`src/logic/sefl_pkg.sv`:
```
package sefl_pkg;

  // register offsets
  localparam logic [7:0] ADDR_DATA_STATUS   = 8'h00;
  localparam logic [7:0] ADDR_OUT_FIRST     = 8'h01;
  localparam logic [7:0] ADDR_OUT_LAST      = 8'h05;
  localparam logic [7:0] ADDR_INT_SOURCE    = 8'h12;
  localparam logic [7:0] ADDR_DATA_EVT_CFG  = 8'h13;
  localparam logic [7:0] ADDR_SEA_LEVEL_HI  = 8'h14;
  localparam logic [7:0] ADDR_SEA_LEVEL_LO  = 8'h15;
  localparam logic [7:0] ADDR_P_TARGET_HI   = 8'h16;
  localparam logic [7:0] ADDR_P_TARGET_LO   = 8'h17;

  // interrupt source bit positions
  localparam int SRC_DATA_READY  = 7;
  localparam int SRC_QUEUE       = 6;
  localparam int SRC_P_WINDOW    = 5;
  localparam int SRC_T_WINDOW    = 4;
  localparam int SRC_P_THRESHOLD = 3;
  localparam int SRC_T_THRESHOLD = 2;
  localparam int SRC_P_CHANGE    = 1;
  localparam int SRC_T_CHANGE    = 0;
  localparam int SRC_COUNT       = 8;

  // data event configuration bit positions
  localparam int CFG_EVENT_MODE = 2;
  localparam int CFG_P_EVENT_EN = 1;
  localparam int CFG_T_EVENT_EN = 0;

  // reset values
  localparam logic [7:0]  RST_INT_SOURCE  = 8'h00;
  localparam logic [2:0]  RST_EVT_CFG     = 3'h0;
  // 101326 Pa in 2 Pa units
  localparam logic [15:0] RST_SEA_LEVEL   = 16'hC5E7;
  localparam logic [15:0] RST_P_TARGET    = 16'h0000;
  localparam logic [7:0]  RST_READ_DATA   = 8'h00;
  localparam logic [5:0]  WATERMARK_OFF   = 6'h00;

  // host register access, one byte per strobe
  typedef struct packed {
    logic [7:0] addr;
    logic       wr;
    logic       rd;
    logic [7:0] wdata;
  } sefl_reg_req_t;

  // measurement results from the datapath
  typedef struct packed {
    logic [15:0] pressure;
    logic [7:0]  temperature;
    logic        newPressure;
    logic        newTemperature;
    logic        overwrite;
    logic        ready;
  } sefl_meas_t;

  // configuration held elsewhere in the device
  typedef struct packed {
    logic        altitudeMode;
    logic        dataReadyIntEn;
    logic        queueMode;
    logic [5:0]  queueCount;
    logic [5:0]  queueWatermark;
    logic        queueOverflow;
    logic [15:0] pressureWindow;
    logic [7:0]  temperatureTarget;
    logic [7:0]  temperatureWindow;
    logic        pressureChange;
    logic        temperatureChange;
  } sefl_cfg_t;

endpackage : sefl_pkg

```
`src/logic/sefl_src_flag.sv`:
```
`timescale 1ns/1ps
module sefl_src_flag (
  // clock and reset
  input  wire logic clk,
  input  wire logic rst_b,
  input  wire logic ce,
  // condition and clear
  input  wire logic cond,
  input  wire logic clr,
  // sticky flag
  output logic      flag
);

  logic condPrev;
  logic rise;

  assign rise = cond & ~condPrev;

  always_ff @(posedge clk or negedge rst_b) begin
    if (!rst_b) begin
      condPrev <= 1'b0;
      flag     <= 1'b0;
    end else if (ce) begin
      condPrev <= cond;
      // set wins over a clear in the same cycle
      if (rise) begin
        flag <= 1'b1;
      end else if (clr) begin
        flag <= 1'b0;
      end
    end
  end

endmodule : sefl_src_flag

```
`src/logic/sefl_event_flags.sv`:
```
`timescale 1ns/1ps
//////////////////////////////////////////////////////////////////////////////
module sefl_event_flags (
  // clock and reset
  input  wire logic                   clk,
  input  wire logic                   rst_b,
  input  wire logic                   ce,
  // register access
  input  wire sefl_pkg::sefl_reg_req_t regReq,
  output logic [7:0]                  regRdData,
  // datapath inputs
  input  wire sefl_pkg::sefl_meas_t   meas,
  input  wire sefl_pkg::sefl_cfg_t    cfg,
  // results
  output logic [7:0]                  intSource,
  output logic                        dataEvent,
  output logic [15:0]                 seaLevelRef,
  output logic [15:0]                 pressureTarget
);
  import sefl_pkg::*;

  ////////////////////////////////////////////////////////////////////////////
  // configuration registers
  logic [2:0] evtCfg;
  logic       hitStatus;
  logic       hitOutput;
  logic       hitIntSrc;
  logic       hitCfg;
  logic       hitSeaHi;
  logic       hitSeaLo;
  logic       hitTgtHi;
  logic       hitTgtLo;
  logic       wrCfg;
  logic       wrSeaHi;
  logic       wrSeaLo;
  logic       wrTgtHi;
  logic       wrTgtLo;

  // address decode, shared by the write and read paths
  assign hitStatus = (regReq.addr == ADDR_DATA_STATUS);
  assign hitOutput = (regReq.addr >= ADDR_OUT_FIRST) &&
                     (regReq.addr <= ADDR_OUT_LAST);
  assign hitIntSrc = (regReq.addr == ADDR_INT_SOURCE);
  assign hitCfg    = (regReq.addr == ADDR_DATA_EVT_CFG);
  assign hitSeaHi  = (regReq.addr == ADDR_SEA_LEVEL_HI);
  assign hitSeaLo  = (regReq.addr == ADDR_SEA_LEVEL_LO);
  assign hitTgtHi  = (regReq.addr == ADDR_P_TARGET_HI);
  assign hitTgtLo  = (regReq.addr == ADDR_P_TARGET_LO);

  assign wrCfg   = regReq.wr && hitCfg;
  assign wrSeaHi = regReq.wr && hitSeaHi;
  assign wrSeaLo = regReq.wr && hitSeaLo;
  assign wrTgtHi = regReq.wr && hitTgtHi;
  assign wrTgtLo = regReq.wr && hitTgtLo;

  always_ff @(posedge clk or negedge rst_b) begin
    if (!rst_b) begin
      evtCfg <= RST_EVT_CFG;
    end else if (ce && wrCfg) begin
      evtCfg <= regReq.wdata[2:0];
    end
  end

  // each byte lands on its own, no staging between halves
  always_ff @(posedge clk or negedge rst_b) begin
    if (!rst_b) begin
      seaLevelRef <= RST_SEA_LEVEL;
    end else if (ce) begin
      if (wrSeaHi) begin
        seaLevelRef[15:8] <= regReq.wdata;
      end
      if (wrSeaLo) begin
        seaLevelRef[7:0] <= regReq.wdata;
      end
    end
  end

  always_ff @(posedge clk or negedge rst_b) begin
    if (!rst_b) begin
      pressureTarget <= RST_P_TARGET;
    end else if (ce) begin
      if (wrTgtHi) begin
        pressureTarget[15:8] <= regReq.wdata;
      end
      if (wrTgtLo) begin
        pressureTarget[7:0] <= regReq.wdata;
      end
    end
  end

  ////////////////////////////////////////////////////////////////////////////
  // read path and read side effects
  logic       rdStatus;
  logic       rdOutput;
  logic       rdIntSource;
  logic       rdQueueStatus;
  logic       statusSeen;
  logic       clrDataReady;
  logic [7:0] next_regRdData;

  assign rdStatus      = regReq.rd && !cfg.queueMode && hitStatus;
  assign rdOutput      = regReq.rd && hitOutput;
  assign rdIntSource   = regReq.rd && hitIntSrc;
  assign rdQueueStatus = regReq.rd && cfg.queueMode && hitStatus;
  assign clrDataReady  = rdOutput && statusSeen;

  assign next_regRdData =
      hitIntSrc ? intSource :
      hitCfg    ? {5'h00, evtCfg} :
      hitSeaHi  ? seaLevelRef[15:8] :
      hitSeaLo  ? seaLevelRef[7:0] :
      hitTgtHi  ? pressureTarget[15:8] :
      hitTgtLo  ? pressureTarget[7:0] :
      RST_READ_DATA;

  always_ff @(posedge clk or negedge rst_b) begin
    if (!rst_b) begin
      regRdData  <= RST_READ_DATA;
      statusSeen <= 1'b0;
    end else if (ce) begin
      if (regReq.rd) begin
        regRdData <= next_regRdData;
      end
      // status read arms the clear, output read completes it
      if (rdStatus) begin
        statusSeen <= 1'b1;
      end else if (rdOutput) begin
        statusSeen <= 1'b0;
      end
    end
  end

  ////////////////////////////////////////////////////////////////////////////
  // pressure alerter arithmetic
  logic signed [17:0] pMeas;
  logic signed [17:0] pTgt;
  logic signed [17:0] pWnd;
  logic signed [17:0] pUpper;
  logic signed [17:0] pLower;
  logic               pWndZero;
  logic [2:0]         pAbove;
  logic [2:0]         pAbovePrev;
  logic               pPrimed;
  logic               pInWindow;
  logic               pCross;
  logic               next_pCross;
  logic               pCrossUp;
  logic               pCrossMid;
  logic               pCrossLow;
  logic               next_pInWindow;

  // altitude signed meters, pressure unsigned 2 Pa units
  assign pMeas = cfg.altitudeMode ? {{2{meas.pressure[15]}}, meas.pressure}
                                  : {2'b00, meas.pressure};
  assign pTgt  = cfg.altitudeMode ?
                 {{2{pressureTarget[15]}}, pressureTarget}
               : {2'b00, pressureTarget};
  assign pWnd     = {2'b00, cfg.pressureWindow};
  assign pUpper   = pTgt + pWnd;
  assign pLower   = pTgt - pWnd;
  assign pWndZero = (cfg.pressureWindow == 16'h0000);
  assign pAbove   = {pMeas > pUpper, pMeas > pTgt, pMeas > pLower};
  assign pCrossUp  = pAbove[2] != pAbovePrev[2];
  assign pCrossMid = pAbove[1] != pAbovePrev[1];
  assign pCrossLow = pAbove[0] != pAbovePrev[0];
  // zero window leaves only the centre threshold
  assign next_pCross = meas.newPressure && pPrimed &&
                       (pCrossMid ||
                        (!pWndZero && (pCrossUp || pCrossLow)));
  assign next_pInWindow = !pWndZero && (pMeas >= pLower) &&
                          (pMeas <= pUpper);

  ////////////////////////////////////////////////////////////////////////////
  // temperature alerter arithmetic
  logic signed [9:0] tMeas;
  logic signed [9:0] tTgt;
  logic signed [9:0] tWnd;
  logic signed [9:0] tUpper;
  logic signed [9:0] tLower;
  logic              tWndZero;
  logic [2:0]        tAbove;
  logic [2:0]        tAbovePrev;
  logic              tPrimed;
  logic              tInWindow;
  logic              tCross;
  logic              next_tCross;
  logic              tCrossUp;
  logic              tCrossMid;
  logic              tCrossLow;
  logic              next_tInWindow;

  assign tMeas  = {{2{meas.temperature[7]}}, meas.temperature};
  assign tTgt   = {{2{cfg.temperatureTarget[7]}},
                   cfg.temperatureTarget};
  assign tWnd   = {2'b00, cfg.temperatureWindow};
  assign tUpper = tTgt + tWnd;
  assign tLower = tTgt - tWnd;
  assign tWndZero = (cfg.temperatureWindow == 8'h00);
  assign tAbove = {tMeas > tUpper, tMeas > tTgt, tMeas > tLower};
  assign tCrossUp  = tAbove[2] != tAbovePrev[2];
  assign tCrossMid = tAbove[1] != tAbovePrev[1];
  assign tCrossLow = tAbove[0] != tAbovePrev[0];
  // zero window leaves only the centre threshold
  assign next_tCross = meas.newTemperature && tPrimed &&
                       (tCrossMid ||
                        (!tWndZero && (tCrossUp || tCrossLow)));
  assign next_tInWindow = !tWndZero && (tMeas >= tLower) &&
                          (tMeas <= tUpper);

  // the first sample after reset only primes the crossing history
  always_ff @(posedge clk or negedge rst_b) begin
    if (!rst_b) begin
      pAbovePrev <= 3'h0;
      pPrimed    <= 1'b0;
      pInWindow  <= 1'b0;
      pCross     <= 1'b0;
    end else if (ce) begin
      pCross <= next_pCross;
      if (meas.newPressure) begin
        pAbovePrev <= pAbove;
        pPrimed    <= 1'b1;
        pInWindow  <= next_pInWindow;
      end
    end
  end

  always_ff @(posedge clk or negedge rst_b) begin
    if (!rst_b) begin
      tAbovePrev <= 3'h0;
      tPrimed    <= 1'b0;
      tInWindow  <= 1'b0;
      tCross     <= 1'b0;
    end else if (ce) begin
      tCross <= next_tCross;
      if (meas.newTemperature) begin
        tAbovePrev <= tAbove;
        tPrimed    <= 1'b1;
        tInWindow  <= next_tInWindow;
      end
    end
  end

  ////////////////////////////////////////////////////////////////////////////
  // data event generator
  logic [15:0] pLast;
  logic [7:0]  tLast;
  logic        pEvent;
  logic        tEvent;
  logic        next_dataEvent;

  assign pEvent = meas.newPressure && evtCfg[CFG_P_EVENT_EN] &&
                  (!evtCfg[CFG_EVENT_MODE] ||
                   (meas.pressure != pLast));
  assign tEvent = meas.newTemperature && evtCfg[CFG_T_EVENT_EN] &&
                  (!evtCfg[CFG_EVENT_MODE] ||
                   (meas.temperature != tLast));
  assign next_dataEvent = pEvent || tEvent;

  always_ff @(posedge clk or negedge rst_b) begin
    if (!rst_b) begin
      dataEvent <= 1'b0;
    end else if (ce) begin
      dataEvent <= next_dataEvent;
    end
  end

  // last value of each kind, compared in change mode
  always_ff @(posedge clk or negedge rst_b) begin
    if (!rst_b) begin
      pLast <= 16'h0000;
      tLast <= 8'h00;
    end else if (ce) begin
      if (meas.newPressure) begin
        pLast <= meas.pressure;
      end
      if (meas.newTemperature) begin
        tLast <= meas.temperature;
      end
    end
  end

  ////////////////////////////////////////////////////////////////////////////
  // interrupt source bits
  logic [SRC_COUNT-1:0] srcCond;
  logic [SRC_COUNT-1:0] srcClr;
  logic                 wmarkHit;

  assign wmarkHit = (cfg.queueWatermark != WATERMARK_OFF) &&
                    (cfg.queueCount == cfg.queueWatermark);

  assign srcCond[SRC_DATA_READY]  = cfg.dataReadyIntEn &&
                                    (meas.overwrite || meas.ready);
  assign srcCond[SRC_QUEUE]       = cfg.queueOverflow || wmarkHit;
  assign srcCond[SRC_P_WINDOW]    = pInWindow;
  assign srcCond[SRC_T_WINDOW]    = tInWindow;
  assign srcCond[SRC_P_THRESHOLD] = pCross;
  assign srcCond[SRC_T_THRESHOLD] = tCross;
  assign srcCond[SRC_P_CHANGE]    = cfg.pressureChange;
  assign srcCond[SRC_T_CHANGE]    = cfg.temperatureChange;

  assign srcClr[SRC_DATA_READY]  = clrDataReady;
  assign srcClr[SRC_QUEUE]       = rdQueueStatus;
  assign srcClr[SRC_P_WINDOW]    = rdIntSource;
  assign srcClr[SRC_T_WINDOW]    = rdIntSource;
  assign srcClr[SRC_P_THRESHOLD] = rdIntSource;
  assign srcClr[SRC_T_THRESHOLD] = rdIntSource;
  assign srcClr[SRC_P_CHANGE]    = rdIntSource;
  assign srcClr[SRC_T_CHANGE]    = rdIntSource;

  // one edge-set sticky flop per source bit, all reset to zero
  for (genvar i = 0; i < SRC_COUNT; i++) begin : g_src
    sefl_src_flag u_flag (
      .clk   (clk),
      .rst_b (rst_b),
      .ce    (ce),
      .cond  (srcCond[i]),
      .clr   (srcClr[i]),
      .flag  (intSource[i])
    );
  end

endmodule : sefl_event_flags

```
`config.mk`:
```
export PLATFORM = sky130hd
export DESIGN_NAME = sefl_event_flags
export DESIGN_NICKNAME = d
export VERILOG_FILES = /design/src/logic/sefl_pkg.sv /design/src/logic/sefl_src_flag.sv /design/src/logic/sefl_event_flags.sv
export SDC_FILE = /design/constraint.sdc
export NUM_CORES = 1
export LEC_CHECK = 0
export ABC_AREA = 1
export BUFFER_PORTS_ARGS = -buffer_cell sky130_fd_sc_hd__buf_2
export CAP_MARGIN = 20
export CORE_MARGIN = 2
export CORE_UTILIZATION = 50
export CTS_BUF_LIST = sky130_fd_sc_hd__clkbuf_8
export CTS_CLUSTER_DIAMETER = 150
export CTS_CLUSTER_SIZE = 8
export DETAILED_ROUTE_END_ITERATION = 6
export PLACE_DENSITY = 0.68
export SLEW_MARGIN = 20
export SYNTH_ARGS = -nofsm -noshare
export SYNTH_HDL_FRONTEND = slang
export SYNTH_SLANG_ARGS = --single-unit
```
`constraint.sdc`:
```
create_clock -name clk -period 4.5 [get_ports clk]
set_clock_uncertainty 0.05 [all_clocks]
set_input_delay 0.9 -clock clk [delete_from_list [all_inputs] [get_ports clk]]
set_output_delay 0.9 -clock clk [all_outputs]
set_load 0.01 [all_outputs]
```
==> flow_summary.ini, run 1 <==
[status]
outcome = finished clean

[synthesis]
synthDominantCellAreaShare_pct = 24.5
synthesis.nets = 1437
ys_ff_latch = 97
yosysWarnings = 0
synth_most_common_cell = nand2_1
synth_cells = 1203
synth.distinct_cells = 53
synthArstFlopShare_pct = 100
syn_area_um2 = 8900
synth_top_area_cell = dfrtp_1
syn_area_per_cell_um2 = 7.39
synth_area_leaders = dfrtp_1, ha_1, nand2_1, inv_1, xor2_1
ys_top_cells_by_count = nand2_1, inv_1, ha_1, dfrtp_1, a21oi_1
synth_enable_flop_cells = 0
yosysSeqAreaShare_pct = 27.4
ys.flop_type = dfrtp_1

[placement]
gp_congestion = 0.899
dpl.hpwl_mm = 21.0
io_buffers = 147

[layout]
diodes = 0
nets = 1573
n_fill_cell = 1668
drive_above_1_share_pct = 15.6
syn2layout_area_growth_pct = 12.4

[sta]
worstMarginPinSlew_ns = 0.734
hold_slack_ns = 0.409
setup_viol = 0
drv_slew = 0
period_needed_ns = 4.11
slew-limit-headroom_pct = 50.9
max_freq_mhz = 243
rsz0062_at_grt = false
fin_tns_setup_ns = 0
hold_viol = 0
fin_crit_sh_pct = 91.3

[clock_network]
post_cts_resized = 0
root_buffer = clkbuf_8
cts_tree = built
cts-htree-levels = 3
cts_hold_buffers = 0
clk_pin_slew_worst_paths_ns = 0.09
postCtsSetupRepairBufs = 0
clock_latency_ns = 0.38
clk_path_buf_depth = 2
clock-sinks = 97
cts-buffers-inserted = 9

[grt]
grt_usage_pct = 27.2
grt_pass1_vias = 7729
grt_pass1_wl_mm = 39.6
grt_antenna_before_repair = 0
overflow = 0
grt_max_degree = 78

[drt]
wl_per_cell_um = 16.2
dr.pass1.iters = 5
drt-total-wl_mm = 25.5
vias = 8295
antenna_left = 0
initialDrtViolationCount = 592
drc = 0
vias_per_cell = 5.29

[setup_path]
cp-end-kind = flop
critical_path_class = in -> reg
max_stage_delay_ns = 0.43
crit_path_start_kind = input pin
crit_required_ns = 4.72
crit_arrival_ns = 4.33
crit_fanout = 6
crit_path_top_delay_cell = ha_1
crit_path_frequent_cell = nand2_1

[floorplan]
rows = 48
die-area_um2 = 18900
fp.dieH_um = 137
dieWidth_um = 137
start_util_pct = 51.3
ios = 148
core_um2 = 17400

[job]
maxCapViolations = 0

[pwr]
powerDensity_nw_per_um2 = 225
finalPower_uw = 2250
power.leakage_uw = 0.00561
vdd_ir_drop_max_mv = 0.134

[worst_hold_path]
hold_class = reg -> reg
path summary, 6_finish.rpt:
path	start	end	slack, ns	cells past startpoint
worst min register to register	tPrimed	tPrimed	0.41	2
worst max-delay path	cfg[28]	pCross	0.39	25
worst max register to register	pressureTarget[10]	pCross	0.56	23
worst min-delay path	tPrimed	tPrimed	0.41	2
max in group asynchronous	rst_b	pLast[1]	3.08	2
min in group asynchronous	rst_b	pLast[0]	0.49	1
cell usage in the layout (no fill, tap or decap), drive strengths merged, types with 4 or more instances in the layout:
| master | count |
|---|---|
| a21o | 4 |
| a21oi | 87 |
| a22oi | 6 |
| buf | 155 |
| clkbuf | 9 |
| clkinv | 6 |
| dfrtp | 87 |
| dfstp | 10 |
| fa | 4 |
| ha | 131 |
| inv | 183 |
| nand2 | 302 |
| nand3 | 37 |
| nand4 | 16 |
| nor2 | 65 |
| nor3 | 11 |
| nor4 | 12 |
| o2111ai | 4 |
| o21a | 6 |
| o21ai | 111 |
| o21bai | 6 |
| o221ai | 6 |
| o22ai | 4 |
| o31ai | 5 |
| xnor2 | 8 |
| xor2 | 50 |
kinds of logic (layout without fill, tap and decap cells):
kind of cell             after synthesis  in the layout  share of synthesized area [%]
buffers and inverters                213            354                           9.62
XOR/XNOR                              58             58                           5.71
flip-flops                            97             97                           27.4
AND/OR/NAND/NOR                      449            449                           21.2
adder cells (fa/ha/maj)              135            135                           19.3
AO/OA/AOI/OAI                        251            251                           16.7
state kept, by name, indices dropped and copies added (netlist names), 3 cells and up:
register and cells:
evtCfg 3, pAbovePrev 3, pLast 16, pressureTarget 16, g_src.u_flag.condPrev 8, g_src.u_flag.flag 8
regRdData 8, tAbovePrev 3, seaLevelRef 16, tLast 8
routing by layer:
| layer | track usage [%] | vias up | part of all wire [%] | routed length [um] |
|---|---|---|---|---|
| met5 | 0 | - | 0 | 0 |
| met4 | 5.67 | 0 | 1.6 | 420 |
| met3 | 5.81 | 30 | 6.6 | 1690 |
| met2 | 44.7 | 241 | 46 | 11700 |
| met1 | 37.0 | 3802 | 46 | 11600 |
| li1 | - | 4222 | - | - |
worst max-delay path, delay by kind of cell:
| family | cells | cell delay, ns |
|---|---|---|
| AO/OA/AOI/OAI | 3 | 0.81 |
| adder cells (fa/ha/maj) | 2 | 0.78 |
| buffers and inverters | 3 | 0.30 |
| AND/OR/NAND/NOR | 17 | 1.54 |
stage by stage:
stage,cell area (um2),utilization (%),worst slack [ns],instances
final,10000,57.6,0.392,1569
after CTS,10000,57.6,0.474,1569
after detailed placement,9810,56.5,0.106,1553
after global routing,10000,57.6,0.0684,1569
after global placement,9810,56.5,0.0911,1553
after floorplan,8900,-,0.792,1203
cell type report:
class                           count  area, um2  area share [%]
Clock buffer                        9        124            1.24
Clock inverter                      7       65.1           0.651
Inverter                          183        687            6.87
Multi-Input combinational cell    893       5600            56.0
Sequential cell                    97       2440            24.4
Tap cell                          225        282            2.82
Timing Repair Buffer              155        802            8.02
report_power, final:
| part | total [uW] | switching (uW) | internal (uW) |
|---|---|---|---|
| Clock | 566 | 313 | 253 |
| Sequential | 992 | 52.2 | 940 |
| Combinational | 690 | 424 | 266 |
(Power assumes the default switching activity.)
==> inputs of run 2 (changes only) <==
--- a/config.mk
+++ b/config.mk
@@ -18,4 +18,5 @@
 export SLEW_MARGIN = 20
 export SYNTH_ARGS = -nofsm -noshare
 export SYNTH_HDL_FRONTEND = slang
+export SYNTH_HIERARCHICAL = 1
 export SYNTH_SLANG_ARGS = --single-unit
==> run 2 against run 1 <==
  * Clock power up 1%
  * Global-route usage down 0.22 points
  * Hold slack worse by 0.064 ns
  * Power up 1.5%
  * Die area down 0.12%
  * Sequential share of layout area down 0.22 points
  * Worst setup slack better by 0.070 ns
  * First-iteration DRC count up 1.2%
  * Final cell count up 2.3%
==> flow_summary.ini, run 2 <==
[floorplan]
start_util_pct = 51.2
dieWidth_um = 137
ios = 148
die-area_um2 = 18900
rows = 48
fp.dieH_um = 137
core_um2 = 17400

[sta]
period_needed_ns = 4.04
rsz0062_at_grt = false
fin_crit_sh_pct = 89.7
fin_tns_setup_ns = 0
slew-limit-headroom_pct = 41.3
hold_viol = 0
worstMarginPinSlew_ns = 0.874
drv_slew = 0
setup_viol = 0
max_freq_mhz = 248

[setup_path]
cp-end-kind = flop
crit_fanout = 4
ff2ff_setup_slack_ns = 0.51
crit_required_ns = 4.74
crit_arrival_ns = 4.27
critical_path_class = in -> reg
crit_path_start_kind = input pin

[synthesis]
ys_ff_latch = 97
synth_area_leaders = dfrtp_1, ha_1, nand2_1, inv_1, xor2_1
synth_enable_flop_cells = 0
yosysWarnings = 6
ys.flop_type = dfrtp_1
synthDominantCellAreaShare_pct = 24.5
synth.distinct_cells = 48
yosysSeqAreaShare_pct = 27.5
synth_cells = 1224
synth_most_common_cell = nand2_1
synthesis.nets = 1458
syn_area_um2 = 8880
synth_top_area_cell = dfrtp_1
ys_top_cells_by_count = nand2_1, inv_1, ha_1, dfrtp_1, a21oi_1
synthArstFlopShare_pct = 100
syn_area_per_cell_um2 = 7.26

[layout]
layout_commonest_cell = nand2_1
top_regs = pLast: 16 flops, pressureTarget: 16 flops, seaLevelRef: 16 flops
final_util_pct = 58.1
syn2layout_area_growth_pct = 13.6
n_fill_cell = 1707
final_cell_mix = nand2_1, inv_1, buf_2, ha_1, dfrtp_1
instances_no_fill = 1605
drive_above_1_share_pct = 15.6
nets = 1608

[drt]
top_layer = met5
drt-met1-wl_mm = 11.3
dr.pass1.iters = 6
drc = 0
vias = 8422
antenna_left = 0
drt-total-wl_mm = 25.1
dr_wl_met2_mm = 11.6
wl_per_cell_um = 15.6
initialDrtViolationCount = 599
routed-wl-met3_mm = 1.50
vias_per_cell = 5.25

[pwr]
power_frac_clock_pct = 25.1
combPwrFrac_pct = 31.2
swShare_pct = 37.0
powerDensity_nw_per_um2 = 226
vdd_ir_drop_max_mv = 0.138
power.leakage_uw = 0.00557
power_switching_uw = 843
sequentialPowerShare_pct = 43.7
intPower_uw = 1440

[grt]
grt_usage_pct = 27.0
overflow = 0
grt_antenna_before_repair = 3
grt_max_degree = 42
grt_pass1_vias = 7704
grt_pass1_wl_mm = 39.2

[clock_network]
post_cts_resized = 0
clk_pin_slew_worst_paths_ns = 0.11
clock_latency_ns = 0.39
clock-sinks = 97
cts_tree = built
root_buffer = clkbuf_8
cts-buffers-inserted = 9
cts_hold_buffers = 0
postCtsSetupRepairBufs = 0
clk_path_buf_depth = 2
cts-htree-levels = 3

[job]
maxCapViolations = 0

[placement]
gp_congestion = 0.968
dpl.cell_count = 1588
dpl.hpwl_mm = 20.9
io_buffers = 147

[status]
outcome = finished clean

[worst_hold_path]
hold_class = in -> async
-- run 2: cell type report --
type | count | area [um2] | area share (%)
clock inverters | 7 | 72.6 | 0.719
inverters | 202 | 758 | 7.51
clock buffers | 9 | 124 | 1.23
diodes | 1 | 2.50 | 0.0248
flip-flops and latches | 97 | 2440 | 24.2
repair buffers | 157 | 813 | 8.06
well taps | 225 | 282 | 2.79
multi-input cells | 907 | 5600 | 55.5
-- run 2: power groups by stage --
stage	logic, uW	clock network [uW]	registers (uW)
6_report	711	573	998
2_1_floorplan	454	0	1010
5_1_grt	818	618	1010
3_5_place_dp	709	0	1010
4_1_cts	713	588	998
3_3_place_gp	695	0	1010
-- run 2: final timing paths --
check | cells after the start | start | to
worst max-delay path | 25 | cfg[19] | pCross
worst max register to register | 27 | pressureTarget[0] | pCross
max in group asynchronous | 2 | rst_b | seaLevelRef[5]
worst min-delay path | 1 | rst_b | pInWindow
min in group clk | 2 | tPrimed | tPrimed
worst min register to register | 2 | tPrimed | tPrimed
-- run 2: kinds of logic after synthesis --
kind of cell / synth area share (%)
and+or+nand+nor: 22.5
AOI/OAI and AO/OA: 15.1
buffers and inverters: 9.52
DFF: 27.5
muxes: 0.225
xor gates and xnor gates: 5.91
adders and majority gates: 19.3
-- run 2: per-stage QoR --
stage	worst slack (ns)	hold WS, ns	total power [uW]	area, um2
floorplan	0.758	0.373	1460	8880
detailed placement	0.111	0.391	1720	9890
global placement	0.196	0.386	1710	9890
global route	0.113	0.358	2440	10100
CTS	0.529	0.345	2300	10100
finish	0.461	0.346	2280	10100
-- run 2: metal layers --
layer,up-vias,GRT usage (%)
met4,4,9.51
li1,4291,-
met3,47,4.78
met5,-,0
met1,3834,36.1
met2,246,43.9
-- run 2: worst max-delay path: stages --
cell and delay (ns):
buf_2 0.17, inv_1 0.10, ha_1 0.31, o21bai_1 0.15
a21oi_1 0.11, o21ai_1 0.37, a21boi_1 0.21, o21ai_1 0.23
a21oi_1 0.11, xor2_1 0.20, ha_1 0.28, nand2_1 0.07
inv_1 0.03, o21ai_0 0.13, nand2_1 0.08, a21oi_1 0.19
nand3_1 0.13, nand3_1 0.13, nand2_1 0.06, nand2_1 0.05
nand2_1 0.05, nand2_1 0.05, nand2_1 0.06, nand2_1 0.06
nand2_1 0.05
